`config.mk`:
```
export PLATFORM = sky130hd
export DESIGN_NAME = touch_qual
export DESIGN_NICKNAME = d
export VERILOG_FILES = /design/src/touch_qual_pkg.sv /design/src/repeat_timer.sv /design/src/pattern_detect.sv /design/src/touch_qual.sv
export VERILOG_INCLUDE_DIRS = /design/src
export SDC_FILE = /design/constraint.sdc
export NUM_CORES = 1
export LEC_CHECK = 0
export ABC_AREA = 1
export CORE_UTILIZATION = 55
export DETAILED_ROUTE_END_ITERATION = 8
export DONT_BUFFER_PORTS = 1
export GPL_TIMING_DRIVEN = 0
export PLACE_DENSITY_LB_ADDON = 0.1
export SLEW_MARGIN = 5
export SYNTH_ARGS = -nofsm -noshare
export SYNTH_HDL_FRONTEND = slang
export SYNTH_SLANG_ARGS = --single-unit
```
`constraint.sdc`:
```
create_clock -name mclk_in -period 21.8 [get_ports mclk_in]
set_input_delay 4.36 -clock mclk_in [delete_from_list [all_inputs] [get_ports mclk_in]]
set_output_delay 4.36 -clock mclk_in [all_outputs]
set_load 0.05 [all_outputs]
```
`src/touch_qual_defines.svh`:
```
// Purpose: Offsets, field positions and reset values of the touch qualifier.
// Assumes: Register port is eight bits wide with an eight-bit offset.
// Notes:   Definitions only.
`ifndef TOUCH_QUAL_DEFINES_SVH
`define TOUCH_QUAL_DEFINES_SVH

`define RPT_EN_ADDR    8'h28
`define MT_CFG_ADDR    8'h2a
`define PAT_CFG_ADDR   8'h2b

`define RPT_EN_RESET   8'hff
`define MT_CFG_RESET   8'h80
`define PAT_CFG_RESET  8'h00

`define MT_CFG_MASK    8'h8c
`define PAT_CFG_MASK   8'h8f

`define MT_BLK_EN_BIT  7
`define MT_LIMIT_LSB   2
`define PAT_EN_BIT     7
`define PAT_TH_LSB     2
`define PAT_MATCH_BIT  1
`define PAT_ALERT_BIT  0

`endif

```
`src/touch_qual_pkg.sv`:
```
// Purpose: Types shared by the touch qualifier modules.
// Assumes: Nothing beyond the defines header.
// Notes:   Reporting mode of the qualifier and the fraction code.
package touch_qual_pkg;

   typedef enum logic [1:0] {
      MODE_FREE,
      MODE_LIMIT,
      MODE_BLOCKED
   } report_mode_t;

   typedef enum logic [1:0] {
      FRAC_EIGHTH,
      FRAC_QUARTER,
      FRAC_THREE_EIGHTHS,
      FRAC_FULL
   } frac_t;

endpackage : touch_qual_pkg

```
`src/repeat_timer.sv`:
```
// Purpose: Per-input repeat interval counters for held touches.
// Assumes: Period is given in device clock cycles.
// Notes:   A period of zero or one fires every cycle.
`timescale 1ns/1ps
`default_nettype none

module repeat_timer (
   input  wire logic        mclk_in,      // Device clock
   input  wire logic        srst_in,      // Synchronous reset
   input  wire logic [7:0]  held_in,      // Reported touches
   input  wire logic [7:0]  rpt_en_in,    // Repeat enable per input
   input  wire logic [15:0] period_in,    // Repeat interval in cycles
   output logic      [7:0]  fire_out      // One-cycle repeat pulses
);

   genvar i;
   generate
      for (i = 0; i < 8; i++) begin : g_chan
         logic [15:0] cnt;
         wire         run     = held_in[i] && rpt_en_in[i];
         wire  [15:0] cnt_inc = cnt + 16'h0001;
         wire         due     = run && (cnt_inc >= period_in);

         always_ff @(posedge mclk_in) begin
            if (srst_in || !run || due) begin
               cnt <= 16'h0000;
            end else begin
               cnt <= cnt_inc;
            end
         end

         always_ff @(posedge mclk_in) begin
            if (srst_in) begin
               fire_out[i] <= 1'b0;
            end else begin
               fire_out[i] <= due;
            end
         end

         a_fire_needs_hold : assert property (
            @(posedge mclk_in) disable iff (srst_in)
            fire_out[i] |-> $past(held_in[i]) && $past(rpt_en_in[i]))
            else $error("Repeat pulse without a held, repeat-enabled input");
      end
   endgenerate

endmodule : repeat_timer

`default_nettype wire

```
`src/pattern_detect.sv`:
```
// Purpose: Pattern detection over one sensing cycle's input states.
// Assumes: Delta and thresholds are eight-bit unsigned per input.
// Notes:   Result is registered on the sensing-cycle strobe.
`timescale 1ns/1ps
`default_nettype none

module pattern_detect
   import touch_qual_pkg::*;
(
   input  wire logic        mclk_in,        // Device clock
   input  wire logic        srst_in,        // Synchronous reset
   input  wire logic        sample_in,      // End of sensing cycle
   input  wire logic        enable_in,      // Pattern detection on
   input  wire logic        match_sel_in,   // 1: exact set, 0: count
   input  wire frac_t       frac_in,        // Threshold fraction
   input  wire logic [7:0]  mask_in,        // Pattern register body
   input  wire logic [63:0] delta_in,       // Delta count per input
   input  wire logic [63:0] act_thr_in,     // Active threshold per input
   input  wire logic [7:0]  sby_thr_in,     // Standby threshold
   input  wire logic [7:0]  sby_sel_in,     // Input sensed in standby
   input  wire logic [7:0]  noise_in,       // Noise flag per input
   output logic             hit_out         // Pattern condition present
);

   wire [7:0]  qual;
   wire [35:0] q_cnt;
   wire [35:0] m_cnt;

   assign q_cnt[3:0] = 4'h0;
   assign m_cnt[3:0] = 4'h0;

   genvar i;
   generate
      for (i = 0; i < 8; i++) begin : g_chan
         wire [7:0]  thr = sby_sel_in[i] ? sby_thr_in : act_thr_in[8*i +: 8];
         wire [10:0] lhs = {delta_in[8*i +: 8], 3'b000};
         wire [10:0] rhs = (frac_in == FRAC_FULL)    ? {thr, 3'b000} :
                           (frac_in == FRAC_QUARTER) ? {2'b00, thr, 1'b0} :
                           (frac_in == FRAC_EIGHTH)  ? {3'b000, thr} :
                           {3'b000, thr} + {2'b00, thr, 1'b0};
         assign qual[i] = (lhs > rhs) || noise_in[i];
         assign q_cnt[4*i+4 +: 4] = q_cnt[4*i +: 4] + {3'b000, qual[i]};
         assign m_cnt[4*i+4 +: 4] = m_cnt[4*i +: 4] + {3'b000, mask_in[i]};
      end
   endgenerate

   wire match_hit = ((qual & mask_in) == mask_in);
   wire count_hit = (q_cnt[35:32] >= m_cnt[35:32]);
   // Empty pattern would match trivially, so it never flags
   wire hit_now   = enable_in && (mask_in != 8'h00) &&
                    (match_sel_in ? match_hit : count_hit);

   always_ff @(posedge mclk_in) begin
      if (srst_in || !enable_in) begin
         hit_out <= 1'b0;
      end else if (sample_in) begin
         hit_out <= hit_now;
      end
   end

   a_match_mode : assert property (
      @(posedge mclk_in) disable iff (srst_in)
      sample_in && enable_in && match_sel_in && mask_in != 8'h00 && match_hit
      |=> hit_out)
      else $error("Exact pattern present but not flagged");

   a_count_mode : assert property (
      @(posedge mclk_in) disable iff (srst_in)
      sample_in && enable_in && !match_sel_in && mask_in != 8'h00
      |=> hit_out == $past(count_hit))
      else $error("Count mode result wrong");

   a_disabled_quiet : assert property (
      @(posedge mclk_in) disable iff (srst_in)
      !enable_in |=> !hit_out)
      else $error("Pattern flagged while detection disabled");

endmodule : pattern_detect

`default_nettype wire

```
`src/touch_qual.sv`:
```
// Purpose: Repeat, multi-touch blocking and pattern qualification of touches.
// Assumes: Sensing front end, thresholds and host bus sit outside.
// Notes:   Touch report updates two edges after the sensing-cycle strobe.
`timescale 1ns/1ps
`default_nettype none
`include "touch_qual_defines.svh"

module touch_qual
   import touch_qual_pkg::*;
(
   input  wire logic        mclk_in,          // Device clock, 125 MHz
   input  wire logic        srst_in,          // Synchronous reset, high
   input  wire logic [7:0]  reg_addr_in,      // Register offset
   input  wire logic [7:0]  reg_wdata_in,     // Register write data
   input  wire logic        reg_wr_in,        // Register write strobe
   output logic      [7:0]  reg_rdata_out,    // Registered read data
   input  wire logic        cycle_done_in,    // End of sensing cycle pulse
   input  wire logic [7:0]  touch_in,         // Above touch threshold
   input  wire logic [7:0]  noise_in,         // Noise flags
   input  wire logic [63:0] delta_in,         // Delta counts, input k at 8k
   input  wire logic [63:0] act_thr_in,       // Active thresholds
   input  wire logic [7:0]  sby_thr_in,       // Standby threshold
   input  wire logic [7:0]  sby_sel_in,       // Inputs sensed in standby
   input  wire logic [7:0]  pattern_mask_in,  // Pattern register body
   input  wire logic        release_int_select_in, // Release interrupts on
   input  wire logic [15:0] repeat_period_in, // Repeat interval, cycles
   input  wire logic        int_clear_in,     // Host writes zero to main flag
   output logic      [7:0]  touch_status_out, // Reported touches
   output logic             multi_touch_status_flag_out, // Too many touches
   output logic             pattern_event_flag_out,      // Pattern event
   output logic             int_flag_out,     // Main interrupt flag
   output logic             alert_n_out       // Alert pin, active low
);

   logic [7:0]   repeat_enable_per_input;
   logic [7:0]   multi_touch_block_config;
   logic [7:0]   touch_pattern_config;
   logic [7:0]   touch_q;
   logic         apply_q;
   logic [7:0]   accepted;
   report_mode_t mode;
   wire          pat_cond;
   wire  [7:0]   rpt_fire;

   // Register decode
   wire hit_rpt = (reg_addr_in == `RPT_EN_ADDR);
   wire hit_mt  = (reg_addr_in == `MT_CFG_ADDR);
   wire hit_pat = (reg_addr_in == `PAT_CFG_ADDR);
   wire [7:0] rd_mux = hit_rpt ? repeat_enable_per_input :
                       hit_mt  ? multi_touch_block_config :
                       hit_pat ? touch_pattern_config : 8'h00;

   always_ff @(posedge mclk_in) begin
      if (srst_in) begin
         repeat_enable_per_input  <= `RPT_EN_RESET;
         multi_touch_block_config <= `MT_CFG_RESET;
         touch_pattern_config     <= `PAT_CFG_RESET;
      end else if (reg_wr_in) begin
         if (hit_rpt) begin
            repeat_enable_per_input <= reg_wdata_in;
         end else if (hit_mt) begin
            multi_touch_block_config <= reg_wdata_in & `MT_CFG_MASK;
         end else if (hit_pat) begin
            touch_pattern_config <= reg_wdata_in & `PAT_CFG_MASK;
         end
      end
   end

   always_ff @(posedge mclk_in) begin
      if (srst_in) begin
         reg_rdata_out <= 8'h00;
      end else begin
         reg_rdata_out <= rd_mux;
      end
   end

   // Field views
   wire       multi_touch_block_enable = multi_touch_block_config[`MT_BLK_EN_BIT];
   wire [1:0] simultaneous_touch_limit = multi_touch_block_config[`MT_LIMIT_LSB +: 2];
   wire [3:0] limit = {2'b00, simultaneous_touch_limit} + 4'h1;
   wire       pattern_detect_enable = touch_pattern_config[`PAT_EN_BIT];
   wire [1:0] pattern_threshold_fraction = touch_pattern_config[`PAT_TH_LSB +: 2];
   wire       pattern_match_select = touch_pattern_config[`PAT_MATCH_BIT];
   wire       pattern_alert_enable = touch_pattern_config[`PAT_ALERT_BIT];

   pattern_detect u_pattern (
      .mclk_in      (mclk_in),
      .srst_in      (srst_in),
      .sample_in    (cycle_done_in),
      .enable_in    (pattern_detect_enable),
      .match_sel_in (pattern_match_select),
      .frac_in      (frac_t'(pattern_threshold_fraction)),
      .mask_in      (pattern_mask_in),
      .delta_in     (delta_in),
      .act_thr_in   (act_thr_in),
      .sby_thr_in   (sby_thr_in),
      .sby_sel_in   (sby_sel_in),
      .noise_in     (noise_in),
      .hit_out      (pat_cond)
   );

   // Snapshot touches with the pattern sample so both see one cycle
   always_ff @(posedge mclk_in) begin
      if (srst_in) begin
         touch_q <= 8'h00;
         apply_q <= 1'b0;
      end else begin
         apply_q <= cycle_done_in;
         if (cycle_done_in) begin
            touch_q <= touch_in;
         end
      end
   end

   // First-N scan in sensing order, input 0 first
   wire [35:0] run_cnt;
   wire [7:0]  pick;
   assign run_cnt[3:0] = 4'h0;

   genvar i;
   generate
      for (i = 0; i < 8; i++) begin : g_scan
         assign pick[i] = touch_q[i] && (run_cnt[4*i +: 4] < limit);
         assign run_cnt[4*i+4 +: 4] = run_cnt[4*i +: 4] + {3'b000, touch_q[i]};
      end
   endgenerate

   wire [3:0] touch_count = run_cnt[35:32];
   // Accepted set stays until any member releases
   wire keep_set = (accepted != 8'h00) && ((accepted & touch_q) == accepted);

   wire report_mode_t next_mode = pat_cond ? MODE_BLOCKED :
                                  multi_touch_block_enable ? MODE_LIMIT : MODE_FREE;
   wire [7:0] next_accepted = keep_set ? accepted : pick;
   wire [7:0] next_status   = (next_mode == MODE_BLOCKED) ? 8'h00 :
                              (next_mode == MODE_FREE) ? touch_q :
                              next_accepted;
   wire       over_limit = (next_mode == MODE_LIMIT) && (touch_count > limit);

   always_ff @(posedge mclk_in) begin
      if (srst_in) begin
         mode     <= MODE_FREE;
         accepted <= 8'h00;
      end else if (apply_q) begin
         mode     <= next_mode;
         accepted <= (next_mode == MODE_LIMIT) ? next_accepted : 8'h00;
      end
   end

   always_ff @(posedge mclk_in) begin
      if (srst_in) begin
         touch_status_out            <= 8'h00;
         multi_touch_status_flag_out <= 1'b0;
      end else if (apply_q) begin
         touch_status_out            <= next_status;
         multi_touch_status_flag_out <= over_limit;
      end
   end

   repeat_timer u_repeat (
      .mclk_in   (mclk_in),
      .srst_in   (srst_in),
      .held_in   (touch_status_out),
      .rpt_en_in (repeat_enable_per_input),
      .period_in (repeat_period_in),
      .fire_out  (rpt_fire)
   );

   // Interrupt events
   wire [7:0] press_ev   = next_status & ~touch_status_out;
   wire [7:0] release_ev = touch_status_out & ~next_status;
   wire touch_event = apply_q && ((press_ev != 8'h00) ||
                      (release_int_select_in && (release_ev != 8'h00)));
   wire repeat_event = (rpt_fire & repeat_enable_per_input) != 8'h00;
   wire pat_new  = apply_q && pat_cond && (mode != MODE_BLOCKED);
   wire pat_set  = apply_q && pat_cond;
   // Condition still present keeps the flag; the set wins over a clear
   wire next_pat_flag = pat_set || (pattern_event_flag_out &&
                        !(int_clear_in && !pat_cond));
   wire int_set  = touch_event || repeat_event ||
                   (pat_new && pattern_alert_enable);
   wire next_int_flag = int_set || (int_flag_out && !int_clear_in);

   always_ff @(posedge mclk_in) begin
      if (srst_in) begin
         pattern_event_flag_out <= 1'b0;
         int_flag_out           <= 1'b0;
         alert_n_out            <= 1'b1;
      end else begin
         pattern_event_flag_out <= next_pat_flag;
         int_flag_out           <= next_int_flag;
         alert_n_out            <= !next_int_flag;
      end
   end

   // Checks
   a_free_pass : assert property (
      @(posedge mclk_in) disable iff (srst_in)
      apply_q && !multi_touch_block_enable && !pat_cond
      |=> touch_status_out == $past(touch_q))
      else $error("Touches altered while blocking is off");

   a_scan_order : assert property (
      @(posedge mclk_in) disable iff (srst_in)
      apply_q && multi_touch_block_enable && !pat_cond && !keep_set
      |=> touch_status_out == $past(pick))
      else $error("Reselection not in sensing order");

   a_keep_set : assert property (
      @(posedge mclk_in) disable iff (srst_in)
      apply_q && multi_touch_block_enable && !pat_cond && keep_set
      |=> touch_status_out == $past(accepted))
      else $error("Accepted set dropped while all held");

   a_limit_map : assert property (
      @(posedge mclk_in) disable iff (srst_in)
      simultaneous_touch_limit == 2'b11 |-> limit == 4'h4)
      else $error("Limit code three does not give four touches");

   a_multi_flag : assert property (
      @(posedge mclk_in) disable iff (srst_in)
      apply_q && multi_touch_block_enable && !pat_cond && touch_count > limit
      |=> multi_touch_status_flag_out)
      else $error("Too many touches not flagged");

   a_pat_blocks : assert property (
      @(posedge mclk_in) disable iff (srst_in)
      apply_q && pat_cond |=> touch_status_out == 8'h00 ##0 mode == MODE_BLOCKED)
      else $error("Touches reported during pattern event");

   a_pat_hold : assert property (
      @(posedge mclk_in) disable iff (srst_in)
      pattern_event_flag_out && pat_cond |=> pattern_event_flag_out)
      else $error("Pattern flag cleared while condition present");

   a_pat_alert : assert property (
      @(posedge mclk_in) disable iff (srst_in)
      pat_new && pattern_alert_enable |=> !alert_n_out && pattern_event_flag_out)
      else $error("Enabled pattern event did not assert alert");

   a_release_int : assert property (
      @(posedge mclk_in) disable iff (srst_in)
      apply_q && release_int_select_in && release_ev != 8'h00 |=> !alert_n_out)
      else $error("Release interrupt missing");

   a_no_rpt_tick : assert property (
      @(posedge mclk_in) disable iff (srst_in)
      !apply_q && !int_flag_out && !pat_new && (rpt_fire & repeat_enable_per_input) == 8'h00
      |=> !int_flag_out)
      else $error("Interrupt raised with no event");

   a_alert_mirror : assert property (
      @(posedge mclk_in) disable iff (srst_in)
      alert_n_out != int_flag_out)
      else $error("Alert pin disagrees with interrupt flag");

   a_int_clear : assert property (
      @(posedge mclk_in) disable iff (srst_in)
      int_clear_in && !int_set |=> !int_flag_out)
      else $error("Interrupt flag survived a host clear");

   a_pat_clear : assert property (
      @(posedge mclk_in) disable iff (srst_in)
      int_clear_in && !pat_cond |=> !pattern_event_flag_out)
      else $error("Pattern flag kept after condition cleared");

   a_press_int : assert property (
      @(posedge mclk_in) disable iff (srst_in)
      apply_q && press_ev != 8'h00 |=> int_flag_out)
      else $error("New touch raised no interrupt");

   a_repeat_int : assert property (
      @(posedge mclk_in) disable iff (srst_in)
      repeat_event |=> int_flag_out)
      else $error("Repeat pulse raised no interrupt");

   a_rpt_readback : assert property (
      @(posedge mclk_in) disable iff (srst_in)
      hit_rpt |=> reg_rdata_out == $past(repeat_enable_per_input))
      else $error("Repeat enable register read back wrong");

   a_pat_restore : assert property (
      @(posedge mclk_in) disable iff (srst_in)
      apply_q && !pat_cond |=> mode != MODE_BLOCKED)
      else $error("Touches still blocked after pattern condition left");

   a_free_no_multi : assert property (
      @(posedge mclk_in) disable iff (srst_in)
      apply_q && !multi_touch_block_enable |=> !multi_touch_status_flag_out)
      else $error("Multi-touch flag set while blocking is off");

endmodule : touch_qual

`default_nettype wire

```
==> impl_metrics.tcl <==
set metrics [dict create \
    status "complete, no violations" \
    port_buffers 0 \
    drtAntennaViolNets 0 \
    fmax_ghz 0.09179 \
    synth_warnings 0 \
    powerDensity_nw_per_um2 50.63 \
    dieArea_um2 34970 \
    period_minus_slack_ps 10890 \
    placed_cell_area_um2 19380 \
    routedWlPerCell_um 17.17 \
    drt_iter0_drc 1245 \
    crit_required_ps 22150 \
    synth_fp_nets 3333 \
    cts_buffers 17 \
    place_congestion 0.9778 \
    rows 67 \
    htreeDepth 4 \
    antenna_found_initial 6 \
    drt_wl_total_mm 56.47 \
    crit_family "adder cells" \
    cp-end-kind "register" \
    post_cts_buffers 0 \
    max-clock-path-buffers 2 \
    synth_ff_type "dfxtp_1" \
    cp_num_buf_inv 6 \
    rsz0062_at_grt "false" \
    core-area_um2 33620 \
    finalHoldViolations 0 \
    grt_first_pass_wirelength_mm 88.95 \
    hold_path.class "reg2reg" \
    peakVddDrop_uv 56.48 \
    fin_crit_sh_pct 49.98 \
    syn_inst 2804 \
    ys_types 66 \
    drive_above_1_share_pct 4.795 \
    synth-seq-cells 192 \
    syn2layout_area_growth_pct 6.288 \
    cp-start-kind "input port" \
    synth_area_um2 18820 \
    grt_start_max_net_pins 22 \
    ctsResizeCount 0 \
    async_flop_share_pct 0 \
    critPathKind "in2reg" \
    overflow 0 \
    grt_pass1_vias 17787 \
    max_stage_delay_ps 610 \
    clkSlewWorstSetupHoldPaths_ps 80 \
    dr.pass1.iters 5 \
    insertion_delay_ps 460 \
    cts_tree "yes" \
    setup_viol 0 \
    root_buffer "clkbuf_16" \
    slew_violations 0 \
    die_y_um 187 \
    track_usage_pct 31.88 \
    cpMostUsedCell "nand2_1" \
    cpMaxStageDelayCell "o21ai_0" \
    route.vias.total 18546 \
    p_total_mw 1.013 \
    fin_tns_setup_ps 0 \
    critPathMaxFanout 10 \
    synth_seq_area_share_pct 20.42 \
    drv_cap 0 \
    dp_hpwl_mm 44.15 \
    initial_utilization_pct 56.00 \
    cts.sinks 192 \
    drc 0 \
    design_area_um2 20010 \
    ctsHoldBuffers 0 \
    synth_edf_count 0 \
    final_nets 3352 \
    die_w_um 187 \
    worst_pin_slew_ps 996.1 \
    worstPathArrival_ps 11250 \
    vias_per_cell 5.641 \
    postSynthAreaPerCell_um2 6.713 \
    ios 226 \
    slew-limit-headroom_pct 33.59 \
    p_leak_nw 10.09 \
    worst_clock_skew_ps 20.33 \
]
routing by layer:
layer  vias to the layer above  global-route usage [%]  part of all wire, %
met2                       705                   53.44                   45
li1                       9233                       -                    -
met4                         4                   12.45                  3.7
met5                         -                       0                0.053
met1                      8458                   40.19                   43
met3                       146                   6.248                  8.2
synth_stat cells, drive strengths merged (2+ instances only):
cell,n,share of area (%)
a221oi,6,0.28
fa,18,1.9
a32oi,2,0.093
nand2,623,13
a31oi,4,0.13
o32ai,2,0.093
o22ai,14,0.47
a21oi,216,5.7
o21ai,147,3.9
a211oi,9,0.36
ha,305,20
nand4,40,1.4
buf,24,0.62
nor4,7,0.27
o21a,6,0.24
o21bai,13,0.52
o221ai,14,0.65
nor3b,2,0.11
inv,467,9.3
o2111ai,9,0.42
nand3b,9,0.36
nor2,273,5.9
a22o,2,0.093
nand3,129,3.6
xor2,79,3.7
o211ai,20,0.80
a21o,6,0.24
dfxtp,192,20
nor3,53,1.7
and3,5,0.17
clkbuf,36,0.72
or2,19,0.63
xnor2,22,1.1
and2,13,0.43
a22oi,3,0.12
mux2i,2,0.11
a2bb2oi,2,0.093
registers in the layout (all words and copies together) (netlist names):
register	flops
accepted	8
alert_n_out	1
apply_q	1
int_flag_out	1
mode	2
multi_touch_block_config	3
multi_touch_status_flag_out	1
pattern_event_flag_out	1
reg_rdata_out	8
repeat_enable_per_input	8
touch_pattern_config	5
touch_q	8
touch_status_out	8
u_pattern.hit_out	1
u_repeat.fire_out	8
u_repeat.g_chan.cnt	128
area by class of cell:
class	instances	area, um2
clock inverters	15	187.7
clock buffers	17	425.4
plain buffers	60	252.7
flip-flops and latches	192	3844
inverters	468	1757
multi-input cells	2084	12970
diodes	4	10.01
well taps	448	560.5
fillers	3302	13610
stage by stage:
stage               hold slack, ps  setup slack [ps]  std cells  util [%]
floorplan                    428.8             11340       2804         -
global placement             441.8             10560       3252     57.67
detailed placement           451.6             10530       3252     57.67
CTS                          469.7             10990       3284     59.49
global route                 480.8             10490       3287     59.51
finish                       467.6             10910       3288     59.52
cell families (layout without fill, tap and decap cells):
group,after synthesis,after routing,synth area share [%]
and+or+nand+nor,1174,1174,27.19
buffers and inverters,528,560,10.67
AOI/OAI and AO/OA,484,484,14.68
adders and majority gates,323,323,22.19
DFF,192,192,20.42
xor gates and xnor gates,101,101,4.739
muxes,2,2,0.1064
other,0,4,0
worst paths after layout:
| kind | endpoint | start | cells after the start | slack (ps) |
|---|---|---|---|---|
| worst max-delay path | u_pattern.hit_out | sby_sel_in[0] | 39 | 10910 |
| worst min-delay path | mode[1] | mode[1] | 2 | 470 |
| worst max register to register | u_pattern.hit_out | touch_pattern_config[3] | 29 | 14850 |
| worst min register to register | mode[1] | mode[1] | 2 | 470 |
power by group:
| group | switching, mW | internal [mW] | leakage [nW] |
|---|---|---|---|
| sequential | 0.0170 | 0.357 | 1.55 |
| combinational | 0.198 | 0.117 | 8.24 |
| clock | 0.168 | 0.156 | 0.298 |
placed cells by master (no fill, tap or decap), types with 17 or more instances in the layout:
master	Yosys	final
buf_2	19	19
ha_1	305	305
nand4_1	39	39
or2_2	19	19
a21oi_1	216	216
fa_1	18	18
dfxtp_1	192	192
o211ai_1	20	20
inv_1	444	444
clkbuf_16	0	17
xor2_1	79	79
inv_2	23	23
nand3_1	123	123
clkbuf_1	36	36
nand2_1	616	616
xnor2_1	21	21
nor3_1	44	44
nor2_1	260	260
o21ai_0	137	137
worst min-delay path, delay by kind of cell, from the launching register on:
kind / cells / cell delay [ps]
flip-flops: 1 / 310
AO/OA/AOI/OAI: 1 / 50
AND/OR/NAND/NOR: 1 / 60
Note: power is estimated with default switching activity, not from simulation.
